$ cat config.mk
export PLATFORM = sky130hd
export DESIGN_NAME = davi_top
export DESIGN_NICKNAME = d
export VERILOG_FILES = /design/src/davi_pkg.sv /design/src/davi_top.sv /design/src/davi_axis.sv
export SDC_FILE = /design/constraint.sdc
export NUM_CORES = 2
export LEC_CHECK = 0
export ABC_AREA = 1
export BUFFER_PORTS_ARGS = -buffer_cell sky130_fd_sc_hd__buf_2
export CORE_UTILIZATION = 40
export CTS_BUF_LIST = sky130_fd_sc_hd__clkbuf_2
export CTS_CLUSTER_SIZE = 40
export DETAILED_ROUTE_END_ITERATION = 12
export SLEW_MARGIN = 30
export SYNTH_ARGS = -nofsm -noshare
export SYNTH_HDL_FRONTEND = slang
export SYNTH_SLANG_ARGS = --single-unit
$ cat constraint.sdc
create_clock -name SYS_CLK -period 7.75 [get_ports SYS_CLK]
set_input_delay 1.1625 -clock SYS_CLK [delete_from_list [all_inputs] [get_ports SYS_CLK]]
set_output_delay 1.1625 -clock SYS_CLK [all_outputs]
set_load 0.005 [all_outputs]
$ cat src/davi_pkg.sv
// Constants, register map and types shared by the delta angle and delta velocity integrator
package davi_pkg;

	// Data path widths
	localparam int DATA_W   = 16;
	localparam int ADDR_W   = 7;
	localparam int SAMPLE_W = 32;
	localparam int RESULT_W = 32;
	localparam int ACC_W    = 44;
	localparam int DEC_W    = 11;
	localparam int TICK_W   = 16;
	localparam int CHANNELS = 6;

	// Register byte addresses, one 16-bit word each
	localparam logic [ADDR_W-1:0] X_ANGLE_DELTA_LOW_WORD_ADDR     = 7'h24;
	localparam logic [ADDR_W-1:0] X_ANGLE_DELTA_HIGH_WORD_ADDR    = 7'h26;
	localparam logic [ADDR_W-1:0] Y_ANGLE_DELTA_LOW_WORD_ADDR     = 7'h28;
	localparam logic [ADDR_W-1:0] Y_ANGLE_DELTA_HIGH_WORD_ADDR    = 7'h2A;
	localparam logic [ADDR_W-1:0] Z_ANGLE_DELTA_LOW_WORD_ADDR     = 7'h2C;
	localparam logic [ADDR_W-1:0] Z_ANGLE_DELTA_HIGH_WORD_ADDR    = 7'h2E;
	localparam logic [ADDR_W-1:0] X_VELOCITY_DELTA_LOW_WORD_ADDR  = 7'h30;
	localparam logic [ADDR_W-1:0] X_VELOCITY_DELTA_HIGH_WORD_ADDR = 7'h32;
	localparam logic [ADDR_W-1:0] Y_VELOCITY_DELTA_LOW_WORD_ADDR  = 7'h34;
	localparam logic [ADDR_W-1:0] Y_VELOCITY_DELTA_HIGH_WORD_ADDR = 7'h36;
	localparam logic [ADDR_W-1:0] Z_VELOCITY_DELTA_LOW_WORD_ADDR  = 7'h38;
	localparam logic [ADDR_W-1:0] Z_VELOCITY_DELTA_HIGH_WORD_ADDR = 7'h3A;

	// Reset values and fixed codes
	localparam logic [RESULT_W-1:0] RESULT_RESET   = 32'h0000_0000;
	localparam logic [SAMPLE_W-1:0] SAMPLE_RESET   = 32'h0000_0000;
	localparam logic [ACC_W-1:0]    ACC_RESET      = 44'h000_0000_0000;
	localparam logic [DATA_W-1:0]   READ_ZERO      = 16'h0000;
	localparam logic [DEC_W-1:0]    DEC_RESET      = 11'h000;
	localparam logic [DEC_W-1:0]    COUNT_ONE      = 11'h001;
	localparam logic [TICK_W-1:0]   TICK_RESET     = 16'h0000;
	localparam logic [TICK_W-1:0]   TICK_ONE       = 16'h0001;
	localparam logic [RESULT_W-1:0] SAT_POS        = 32'h7FFF_FFFF;
	localparam logic [RESULT_W-1:0] SAT_NEG        = 32'h8000_0000;
	localparam logic [ACC_W-1:0]    SAT_POS_WIDE   = 44'h000_7FFF_FFFF;
	localparam logic [ACC_W-1:0]    SAT_NEG_WIDE   = 44'hFFF_8000_0000;

	// Timing: nominal internal sample rate and the clock it is derived from
	localparam int CLK_PERIOD_NS        = 25;
	localparam int NOMINAL_RATE_SPS     = 2000;
	localparam int SAMPLE_PERIOD_NS     = 1000000000 / NOMINAL_RATE_SPS;
	localparam int SAMPLE_PERIOD_CYCLES = SAMPLE_PERIOD_NS / CLK_PERIOD_NS;

	// Sequencer states
	typedef enum logic [0:0] {
		ST_PRIME = 1'b0,
		ST_RUN   = 1'b1
	} davi_state_type;

endpackage : davi_pkg

$ cat src/davi_top.sv
// Delta angle and delta velocity integrator with read-only result registers
`timescale 1ns/10ps

// Overview of operation
// - Each axis delta velocity is the sum over one interval of each acceleration sample plus its predecessor, times 1/(2 fs).
// - Each axis delta angle uses the same trapezoidal sum on the angular rate samples.
// - One interval holds the decimation setting plus one pre-decimation samples.
// - Each result covers exactly one output update interval and a new value appears with every update.
// - With the internal sample clock the samples are taken at a nominal 2000 per second.
// - Each result is a 32-bit twos-complement value split into a 16-bit upper and a 16-bit lower register.
// - The lower delta angle word carries bits 15 to 0 below the upper word.
// - The upper delta angle word reads 0x0000 for zero and one code step is 2160 degrees over 2^15.
// - The delta angle code saturates at 0x7FFF positive and 0x8000 for minus 2160 degrees.
// - The lower delta velocity word carries 16 extra bits below the upper word.
// - The upper delta velocity word is twos complement over plus or minus 400 m/sec with 0x0000 for zero.
// - The y and z axes use the same accumulation, word split and scaling as the x axis.
module davi_top
	import davi_pkg::*;
#(
	parameter int SAMPLE_PERIOD = SAMPLE_PERIOD_CYCLES
)
(
	// Clock and reset
	input  wire logic                SYS_CLK,
	input  wire logic                RST,
	// Pre-decimation sample stream from the sensor signal chains
	input  wire logic                SAMPLE_VALID,
	input  wire logic [SAMPLE_W-1:0] X_RATE,
	input  wire logic [SAMPLE_W-1:0] Y_RATE,
	input  wire logic [SAMPLE_W-1:0] Z_RATE,
	input  wire logic [SAMPLE_W-1:0] X_ACCEL,
	input  wire logic [SAMPLE_W-1:0] Y_ACCEL,
	input  wire logic [SAMPLE_W-1:0] Z_ACCEL,
	// Decimation setting from the configuration logic
	input  wire logic [DEC_W-1:0]    DECIMATION_SETTING,
	// Register read port
	input  wire logic                REG_READ,
	input  wire logic [ADDR_W-1:0]   REG_ADDR,
	output logic      [DATA_W-1:0]   REG_RDATA,
	output logic                     REG_RVALID,
	// Internal sample clock and output update marker
	output logic                     SAMPLE_TICK,
	output logic                     UPDATE_STROBE
);

	// Sequencer state
	davi_state_type      state;
	davi_state_type      next_state;
	logic [DEC_W-1:0]    sample_count;
	logic [DEC_W-1:0]    next_sample_count;
	logic [DEC_W-1:0]    dec_held;
	logic [DEC_W-1:0]    next_dec_held;
	logic                next_update_strobe;

	// Internal sample clock state
	logic [TICK_W-1:0]   tick_count;
	logic [TICK_W-1:0]   next_tick_count;
	logic                next_sample_tick;

	// Read port state
	logic [DATA_W-1:0]   next_rdata;
	logic                next_rvalid;

	// Channel wiring: indices 0..2 angle x,y,z, 3..5 velocity x,y,z
	logic [SAMPLE_W-1:0] chan_sample [0:CHANNELS-1];
	logic [RESULT_W-1:0] chan_result [0:CHANNELS-1];
	logic                accumulate_en;
	logic                close_interval;

	// Sample period counter value at which the tick fires, cut to the counter width
	localparam logic [TICK_W-1:0] TICK_LAST = TICK_W'(SAMPLE_PERIOD - 1);

	// Pick the upper or lower word of a 32-bit result
	function automatic logic [DATA_W-1:0] word_of(input logic [RESULT_W-1:0] value, input logic upper);
		if (upper) begin
			return value[RESULT_W-1:DATA_W];
		end
		return value[DATA_W-1:0];
	endfunction : word_of

	// Map a register address to its result word; unmapped addresses read zero
	function automatic logic [DATA_W-1:0] read_word(
		input logic [ADDR_W-1:0]   addr,
		input logic [RESULT_W-1:0] r0,
		input logic [RESULT_W-1:0] r1,
		input logic [RESULT_W-1:0] r2,
		input logic [RESULT_W-1:0] r3,
		input logic [RESULT_W-1:0] r4,
		input logic [RESULT_W-1:0] r5
	);
		logic [ADDR_W-1:0] word_addr;
		word_addr = {addr[ADDR_W-1:1], 1'b0};
		case (word_addr)
			X_ANGLE_DELTA_LOW_WORD_ADDR:     return word_of(r0, 1'b0);
			X_ANGLE_DELTA_HIGH_WORD_ADDR:    return word_of(r0, 1'b1);
			Y_ANGLE_DELTA_LOW_WORD_ADDR:     return word_of(r1, 1'b0);
			Y_ANGLE_DELTA_HIGH_WORD_ADDR:    return word_of(r1, 1'b1);
			Z_ANGLE_DELTA_LOW_WORD_ADDR:     return word_of(r2, 1'b0);
			Z_ANGLE_DELTA_HIGH_WORD_ADDR:    return word_of(r2, 1'b1);
			X_VELOCITY_DELTA_LOW_WORD_ADDR:  return word_of(r3, 1'b0);
			X_VELOCITY_DELTA_HIGH_WORD_ADDR: return word_of(r3, 1'b1);
			Y_VELOCITY_DELTA_LOW_WORD_ADDR:  return word_of(r4, 1'b0);
			Y_VELOCITY_DELTA_HIGH_WORD_ADDR: return word_of(r4, 1'b1);
			Z_VELOCITY_DELTA_LOW_WORD_ADDR:  return word_of(r5, 1'b0);
			Z_VELOCITY_DELTA_HIGH_WORD_ADDR: return word_of(r5, 1'b1);
			default:                         return READ_ZERO;
		endcase
	endfunction : read_word

	// Route the six input streams onto the channel array
	always_comb begin
		chan_sample[0] = X_RATE;
		chan_sample[1] = Y_RATE;
		chan_sample[2] = Z_RATE;
		chan_sample[3] = X_ACCEL;
		chan_sample[4] = Y_ACCEL;
		chan_sample[5] = Z_ACCEL;
	end

	// Interval control shared by all channels, so every result closes on the same sample
	always_comb begin
		accumulate_en  = (state == ST_RUN);
		close_interval = (state == ST_RUN) && (sample_count == dec_held);
	end

	// Six identical accumulators; identical hardware keeps the axes consistent
	for (genvar ch = 0; ch < CHANNELS; ch++) begin : g_chan
		davi_axis u_axis (
			.clk            (SYS_CLK),
			.rst            (RST),
			.sample_valid   (SAMPLE_VALID),
			.accumulate_en  (accumulate_en),
			.close_interval (close_interval),
			.sample         (chan_sample[ch]),
			.result         (chan_result[ch])
		);
	end

	// Sequencer: the first sample after reset only primes the predecessor register,
	// since a trapezoid needs two points and no earlier sample exists
	always_comb begin
		next_state         = state;
		next_sample_count  = sample_count;
		next_dec_held      = dec_held;
		next_update_strobe = 1'b0;
		case (state)
			ST_PRIME: begin
				if (SAMPLE_VALID) begin
					next_state        = ST_RUN;
					next_sample_count = DEC_RESET;
					next_dec_held     = DECIMATION_SETTING;
				end
			end
			ST_RUN: begin
				if (SAMPLE_VALID) begin
					if (close_interval) begin
						// Setting is taken only at an interval boundary so a change never splits one
						next_sample_count  = DEC_RESET;
						next_dec_held      = DECIMATION_SETTING;
						next_update_strobe = 1'b1;
					end else begin
						next_sample_count  = sample_count + COUNT_ONE;
					end
				end
			end
			default: begin
				next_state        = ST_PRIME;
				next_sample_count = DEC_RESET;
				next_dec_held     = DEC_RESET;
			end
		endcase
	end

	// Sequencer registers
	always_ff @(posedge SYS_CLK) begin
		if (RST) begin
			state         <= ST_PRIME;
			sample_count  <= DEC_RESET;
			dec_held      <= DEC_RESET;
			UPDATE_STROBE <= 1'b0;
		end else begin
			state         <= next_state;
			sample_count  <= next_sample_count;
			dec_held      <= next_dec_held;
			UPDATE_STROBE <= next_update_strobe;
		end
	end

	// Internal sample clock: one tick every nominal sample period
	always_comb begin
		next_sample_tick = 1'b0;
		if (tick_count == TICK_LAST) begin
			next_tick_count  = TICK_RESET;
			next_sample_tick = 1'b1;
		end else begin
			next_tick_count  = tick_count + TICK_ONE;
		end
	end

	// Sample clock registers
	always_ff @(posedge SYS_CLK) begin
		if (RST) begin
			tick_count  <= TICK_RESET;
			SAMPLE_TICK <= 1'b0;
		end else begin
			tick_count  <= next_tick_count;
			SAMPLE_TICK <= next_sample_tick;
		end
	end

	// Read port: data is sampled from the held results, which change only as whole 32-bit
	// words, but each half is read on its own, so an update between two reads can mix two intervals
	always_comb begin
		next_rvalid = REG_READ;
		next_rdata  = REG_RDATA;
		if (REG_READ) begin
			next_rdata = read_word(REG_ADDR, chan_result[0], chan_result[1], chan_result[2],
			                       chan_result[3], chan_result[4], chan_result[5]);
		end
	end

	// Read port registers
	always_ff @(posedge SYS_CLK) begin
		if (RST) begin
			REG_RDATA  <= READ_ZERO;
			REG_RVALID <= 1'b0;
		end else begin
			REG_RDATA  <= next_rdata;
			REG_RVALID <= next_rvalid;
		end
	end

endmodule : davi_top

$ cat src/davi_axis.sv
// One channel of trapezoidal accumulation with saturating 32-bit result
`timescale 1ns/10ps

module davi_axis
	import davi_pkg::*;
(
	// Clock and reset
	input  wire logic                clk,
	input  wire logic                rst,
	// Sample stream and interval control
	input  wire logic                sample_valid,
	input  wire logic                accumulate_en,
	input  wire logic                close_interval,
	input  wire logic [SAMPLE_W-1:0] sample,
	// Held result of the last closed interval
	output logic      [RESULT_W-1:0] result
);

	logic [SAMPLE_W-1:0] prev;
	logic [ACC_W-1:0]    acc;
	logic [SAMPLE_W-1:0] next_prev;
	logic [ACC_W-1:0]    next_acc;
	logic [RESULT_W-1:0] next_result;
	logic [ACC_W-1:0]    pair;
	logic [ACC_W-1:0]    sum;

	// Clamp the wide sum into the 32-bit twos-complement code range
	function automatic logic [RESULT_W-1:0] saturate(input logic [ACC_W-1:0] v);
		if ($signed(v) > $signed(SAT_POS_WIDE)) begin
			return SAT_POS;
		end else if ($signed(v) < $signed(SAT_NEG_WIDE)) begin
			return SAT_NEG;
		end
		return v[RESULT_W-1:0];
	endfunction : saturate

	// Sign-extended pair sum cannot overflow, so no intermediate clamp is needed
	always_comb begin
		pair        = {{(ACC_W-SAMPLE_W){sample[SAMPLE_W-1]}}, sample}
		            + {{(ACC_W-SAMPLE_W){prev[SAMPLE_W-1]}}, prev};
		sum         = acc + pair;
		next_prev   = prev;
		next_acc    = acc;
		next_result = result;
		if (sample_valid) begin
			next_prev = sample;
			if (accumulate_en) begin
				if (close_interval) begin
					next_result = saturate(sum);
					next_acc    = ACC_RESET;
				end else begin
					next_acc    = sum;
				end
			end
		end
	end

	// State registers
	always_ff @(posedge clk) begin
		if (rst) begin
			prev   <= SAMPLE_RESET;
			acc    <= ACC_RESET;
			result <= RESULT_RESET;
		end else begin
			prev   <= next_prev;
			acc    <= next_acc;
			result <= next_result;
		end
	end

endmodule : davi_axis

# Yosys cells after proc, flatten, opt, wreduce, memory -nomap -nowiden
# Index checks and enable logic that the tools add are counted.
# word_totals
out_inout_bits	19
input_bits	214
regBits	706
# op_classes
n_reduce_logical	7
muxes	85
n_eq_ne	17
addsub	14
n_bitwise	2
order_cmp	12
# ops
operator	count
$mux W32	18
$add A44 B44 Y44	6
$gt A44 B32 Y1 const B	6
$lt A44 B32 Y1 const B	6
$mux W44	6
$add A32 B32 Y33	6
$pmux W16 S12	1
$mux W16	6
$eq A6 B5 Y1 const B	12
$mux W11	6
$mux W1	46
$pmux W11 S2	2
$add A16 B1 Y16 const B	1
$eq A16 B15 Y1 const B	1
$add A11 B1 Y11 const B	1
$eq A11 B11 Y1	1
$reduce_and A3 Y1	2
$ne A2 B2 Y1 const B	2
$reduce_and A2 Y1	2
$reduce_or A3 Y1	1
$ne A2 B1 Y1 const B	1
$not A1 Y1	2
$reduce_or A2 Y1	1
$logic_and A1 B1 Y1	1

# Depth between registers and ports, before layout
# logic_depth
word_depth	9
ltp_mapped	37
ltp_nobuf	36

# Cells and area by module
# Synthesis repeated with hierarchy kept, for this count alone.
# unflattened
hier_cells	10067
area_unflattened_um2	61851.8
# modules_own_cells
module	area_each_um2	seq_area_each_um2	instances	cells_per_inst
davi_axis at g_chan[2].u_axis ...	9550.4	2162.1	3	1542
davi_axis at g_chan[5].u_axis	9794.4	2162.1	1	1575
davi_axis at g_chan[0].u_axis	9480.3	2162.1	1	1560
davi_axis at g_chan[1].u_axis	9460.3	2162.1	1	1551
davi_top	4465.5	1161.1	1	755

# Worst setup path before layout
# OpenSTA, ideal clock, no wires.
# synth_timing
path_kind	input to register
from	input Y_RATE[0]
to	register g_chan[1].u_axis.result[10]
required_ns	7.631
setup_slack_ns	2.484
t_arrival_ns	5.147
setup_time_ns	0.119
path_buffers	1
stages	32
path_cell_list	ha_1 inv_1 fa_1 nand3b_1 nand2_1 a21oi_1 o21ai_2 nand2_1 nand2_1 nand2_1 o21ai_0 a21oi_1 o21ai_0 xor2_1 inv_1 ha_1 nand2_1 nand2_1 o21bai_1 a21oi_1 nor2_1 nor2_1 nand2_1 nand2_1 nand2_1 nor2_1 nand2_1 nor2_1 nand3_1 a21oi_4 buf_6 a21oi_1
# synth_between
elab_chain_cells	9
# synth_lines
element	line	rtl
from (decl)	davi_top.sv:29	input wire logic [SAMPLE_W-1:0] Y_RATE,
$add A32 B32 Y33 *	davi_axis.sv:40	+ {{(ACC_W-SAMPLE_W){prev[SAMPLE_W-1]}}, prev};
$add A44 B44 Y44 *	davi_axis.sv:41	sum = acc + pair;
$lt A44 B32 Y1	davi_axis.sv:31	end else if ($signed(v) < $signed(SAT_NEG_WIDE)) begin
$mux W1	davi_axis.sv:31	
$mux W1	davi_axis.sv:29	if ($signed(v) > $signed(SAT_POS_WIDE)) begin
$mux W1	davi_axis.sv:48	if (close_interval) begin
$mux W1	davi_axis.sv:47	if (accumulate_en) begin
$mux W1	davi_axis.sv:45	if (sample_valid) begin
$mux W32 *	davi_axis.sv:34	return v[RESULT_W-1:0];
to (signal assigned)	davi_axis.sv:67	result <= next_result;
to (decl)	davi_axis.sv:16	output logic [RESULT_W-1:0] result
# Mark *: on every way between the ends. The rest lies on a longest branch, timed or not. The select of a mux whose other input is x is not followed.
# A chain may end at the register's enable or synchronous reset.

# Worst setup path in the final report
# layout_timing
from	register g_chan[0].u_axis.prev[0]
to	register g_chan[0].u_axis.result[18]
# layout_between
elab_chain_cells	9
# layout_lines
element	line	rtl
from (decl)	davi_axis.sv:19	logic [SAMPLE_W-1:0] prev;
from (signal assigned)	davi_axis.sv:65	prev <= next_prev;
$add A32 B32 Y33 *	davi_axis.sv:40	
$add A44 B44 Y44 *	davi_axis.sv:41	
$lt A44 B32 Y1	davi_axis.sv:31	
$mux W1	davi_axis.sv:31	
$mux W1	davi_axis.sv:29	
$mux W1	davi_axis.sv:48	
$mux W1	davi_axis.sv:47	
$mux W1	davi_axis.sv:45	
$mux W32 *	davi_axis.sv:34	
to (signal assigned)	davi_axis.sv:67	
to (decl)	davi_axis.sv:16	
# Marked as above.

==> Flow_metrics.wiki <==
{| class="wikitable"
! Metric !! Value
|-
| Critical path data arrival time || 7.42 ns
|-
| First-pass DRT Iterations || 6
|-
| Buffers on Ports || 231
|-
| Destination of the critical timing path || g_chan[0].u_axis.result[18]
|-
| Worst setup path startpoint || g_chan[0].u_axis.prev[0]
|-
| Number of clock sinks seen by CTS || 706
|-
| Via density per instance || 5.24
|-
| Number of enable-type register cells in the synthesized netlist || 0
|-
| Share of flip-flops with an asynchronous set or reset || 0%
|-
| Post-CTS resize count || 0
|-
| Clock tree from TritonCTS || built
|-
| Number of global-route vias before repair || 56,600
|-
| Core outline area || 0.139 sq mm
|-
| Largest clock skew in the final design || 0.106 ns
|-
| Starting DRC count in detailed routing || 4,075
|-
| Vertical die dimension || 376 um
|-
| Number of synthesized register bits || 706
|-
| Crit Path Category || reg -> reg
|-
| CTS HTree Levels || 4
|-
| Most used standard cell by instance count after synthesis || nand2_1
|-
| Maximum vdd ir drop || 0.000140 V
|-
| Met1 GRT Util || 36.0%
|-
| Commonest cells post-synth || nand2_1, nor2_1, a21oi_1
|-
| Layout overhead on the synthesized area || 11.8%
|-
| Family with the most delay on the worst path || simple AND/OR/NAND/NOR gates
|-
| Leakage power of the design || 29.7 nW
|-
| Count of yosys warnings during synthesis || 0
|-
| Cell area after placement || 0.0586 sq mm
|-
| Mean routed wirelength per cell || 17.0 um
|-
| Most Used Layer, Global Route || met2
|-
| Starting density of the core || 40.2%
|-
| Routed via count || 59,000
|-
| Post-layout net count || 9,945
|-
| Total setup violations reported at the end of the flow || 0
|-
| Post-detail-place hpwl || 148,000 um
|-
| Total gr overflow || 0
|-
| Count of distinct cell types in the synthesized netlist || 59
|-
| Leading post-synthesis cells by cell area || dfxtp_1, nand2_1, ha_1
|-
| Final number of max-transition violations || 0
|-
| Maximum number of pins on one net before global-route repair || 182
|-
| F_max || 172 MHz
|-
| I/O pin count || 233
|-
| Total routing resource utilization after global routing || 26.4%
|-
| Number of cell instances on the worst register-to-register path || 32
|-
| Main synth FF type || dfxtp_1
|-
| Period minus WS final || 5.82 ns
|-
| Result of the run || completed
|-
| Antenna violations before repair || 7
|-
| Fraction of final layout cells sized beyond drive strength 1 || 8.49%
|-
| Clock input transition at the sequential cells of the worst setup and hold paths || 0.09 ns
|-
| Later-pin clock latency in the skew report || 1.69 ns
|-
| RR Startpoint || g_chan[0].u_axis.prev[0]
|-
| Total negative slack for setup checks || 0 ns
|-
| CP dominant cell by count || nand2_1
|-
| Number of nets in the synthesized netlist || 9,517
|-
| Cell with the largest stage delay on the worst path || nand2_2
|-
| # rows || 137
|-
| Number of clock buffers inserted by TritonCTS || 209
|-
| Max-cap viol count || 0
|-
| Worst hold path class || in -> reg
|-
| # hold bufs at CTS || 217
|-
| Slack of the worst reg-to-reg path || 1.93 ns
|-
| Synthesized area per cell || 6.38 sq um
|-
| Kind of start point of the critical path || flop
|-
| Post-CTS Setup Bufs || 0
|-
| Synthesized cell area || 0.0561 sq mm
|-
| Max Buffers Root-to-Sink || 3
|-
| FF-to-FF End || g_chan[0].u_axis.result[18]
|-
| Largest stage delay on the critical path || 0.48 ns
|-
| WP data required || 9.34 ns
|-
| PnR worst setup slack || 1.93 ns
|-
| Final Wtd Congestion || 0.961
|-
| Worst-path maximum fanout || 31
|-
| Pwr/cell area || 203 mW/mm^2
|-
| Final WL || 192,000 um
|-
| Summed area of non-filler cells in the final layout || 0.0627 sq mm
|-
| Global-route met2 utilization || 42.9%
|-
| Count of final hold-check violations || 0
|-
| Crit share post-route || 75.1%
|-
| Transition time at the pin with the least slew margin || 1.18 ns
|-
| Remaining antenna violation count after routing || 0
|-
| Total of fill cells in the finished design || 15,000
|-
| Mapped Cells || 8,791
|-
| Nature of the critical path endpoint || flop
|-
| Slew HR || 21.5%
|-
| Post-route DRC || 0
|-
| Die area || 0.142 sq mm
|-
| WP buf/inv || 3
|-
| GRT met3 Usage || 3.55%
|-
| Seq/Total Area, Yosys || 25.2%
|-
| Worst hold-check slack || 0.254 ns
|-
| Dominant cell type by area after synthesis || dfxtp_1
|-
| Width of the chip || 376 um
|-
| Clock root buffer || clkbuf_2
|-
| Global-route wire length before repair || 303,000 um
|-
| Number of logic stages on the critical path including buffering || 32
|-
| RSZ-0062 raised after global routing || false
|-
| Pre-CTS WS || 0.980 ns
|-
| Share of the synthesized area in the top cell type || 25.2%
|}
[area by class of cell]
| class | count | area [sq um] | share of cell area [%] |
|---|---|---|---|
| Clock buffer | 299 | 1500 | 2.39 |
| Multi-Input combinational cell | 6988 | 37600 | 59.9 |
| Sequential cell | 706 | 14100 | 22.5 |
| Clock inverter | 75 | 395 | 0.631 |
| Tap cell | 1876 | 2350 | 3.74 |
| Antenna cell | 12 | 30.0 | 0.0479 |
| Timing Repair Buffer | 472 | 3540 | 5.65 |
| Inverter | 842 | 3180 | 5.08 |
[cell usage in the layout, fill, tap and decap left out, drive strengths merged, types with 16 or more instances in the layout]
cell and n:
dlygate4sd3 217, nand3b 16, a221oi 49, ha 500
a21boi 19, dfxtp 706, clkbuf 299, buf 255
a31oi 21, nand4 102, inv 847, nor3 76
o21ai 649, xor2 237, nor4 20, nand2 2445
a21o 21, o21a 34, o21bai 41, xnor2 131
o22ai 32, nand3 336, a21oi 1081, clkinv 67
a22o 16, nor2 1092
[power by group]
part	total, W	switching, W	internal, W
Sequential	0.00399	0.000135	0.00386
Combinational	0.00583	0.00405	0.00178
Clock	0.00293	0.00180	0.00113
Total	0.0128	0.00599	0.00677
[stage by stage]
step           util (%)  std cells  power [W]
2_1_floorplan         -       8791    0.00805
3_3_place_gp       42.0      10700    0.00971
3_5_place_dp       42.0      10700    0.00972
4_1_cts            45.0      11300     0.0128
5_1_grt            45.0      11300     0.0137
6_report           45.0      11300     0.0128
[worst register-to-register path: cells and delay by family (launching register included)]
family                   cells  cell delay (ns)
AO/OA/AOI/OAI                3             0.82
XOR/XNOR                     1             0.32
adder cells (fa/ha/maj)      3             0.81
buffers and inverters        3             0.15
flip-flops                   1             0.34
AND/OR/NAND/NOR             22             3.28
[cells by family after synthesis]
group           Yosys count  synth area share (%)
fa+ha+maj               512                  11.6
compound gates         2003                  20.0
buf+inv                1097                  7.87
flops                   706                  25.2
simple gates           4105                  29.6
xor+xnor                368                  5.77
[how the worst min path moves through the flow]
stage                   from  cells past startpoint                         to
5_1_grt           X_RATE[25]                      4  g_chan[0].u_axis.prev[25]
2_1_floorplan  tick_count[0]                      1              tick_count[0]
3_5_place_dp   tick_count[0]                      1              tick_count[0]
4_1_cts           X_RATE[22]                      4  g_chan[0].u_axis.prev[22]
3_3_place_gp   tick_count[0]                      1              tick_count[0]
6_report          X_RATE[25]                      4  g_chan[0].u_axis.prev[25]
[per-layer routing]
metal,wire (um),part of all wire [%]
met3,9910,5.2
met1,91500,48
met2,85800,45
met4,4850,2.5
met5,18,0.0094
[registers in the layout, indices dropped and copies added, names as in the netlist]
register and count:
REG_RDATA 16, REG_RVALID 1, SAMPLE_TICK 1, UPDATE_STROBE 1, accumulate_en 1, dec_held 11, g_chan.u_axis.acc 264, g_chan.u_axis.prev 192
g_chan.u_axis.result 192, sample_count 11, tick_count 16
No activity file was read; power rests on OpenSTA's default activity.
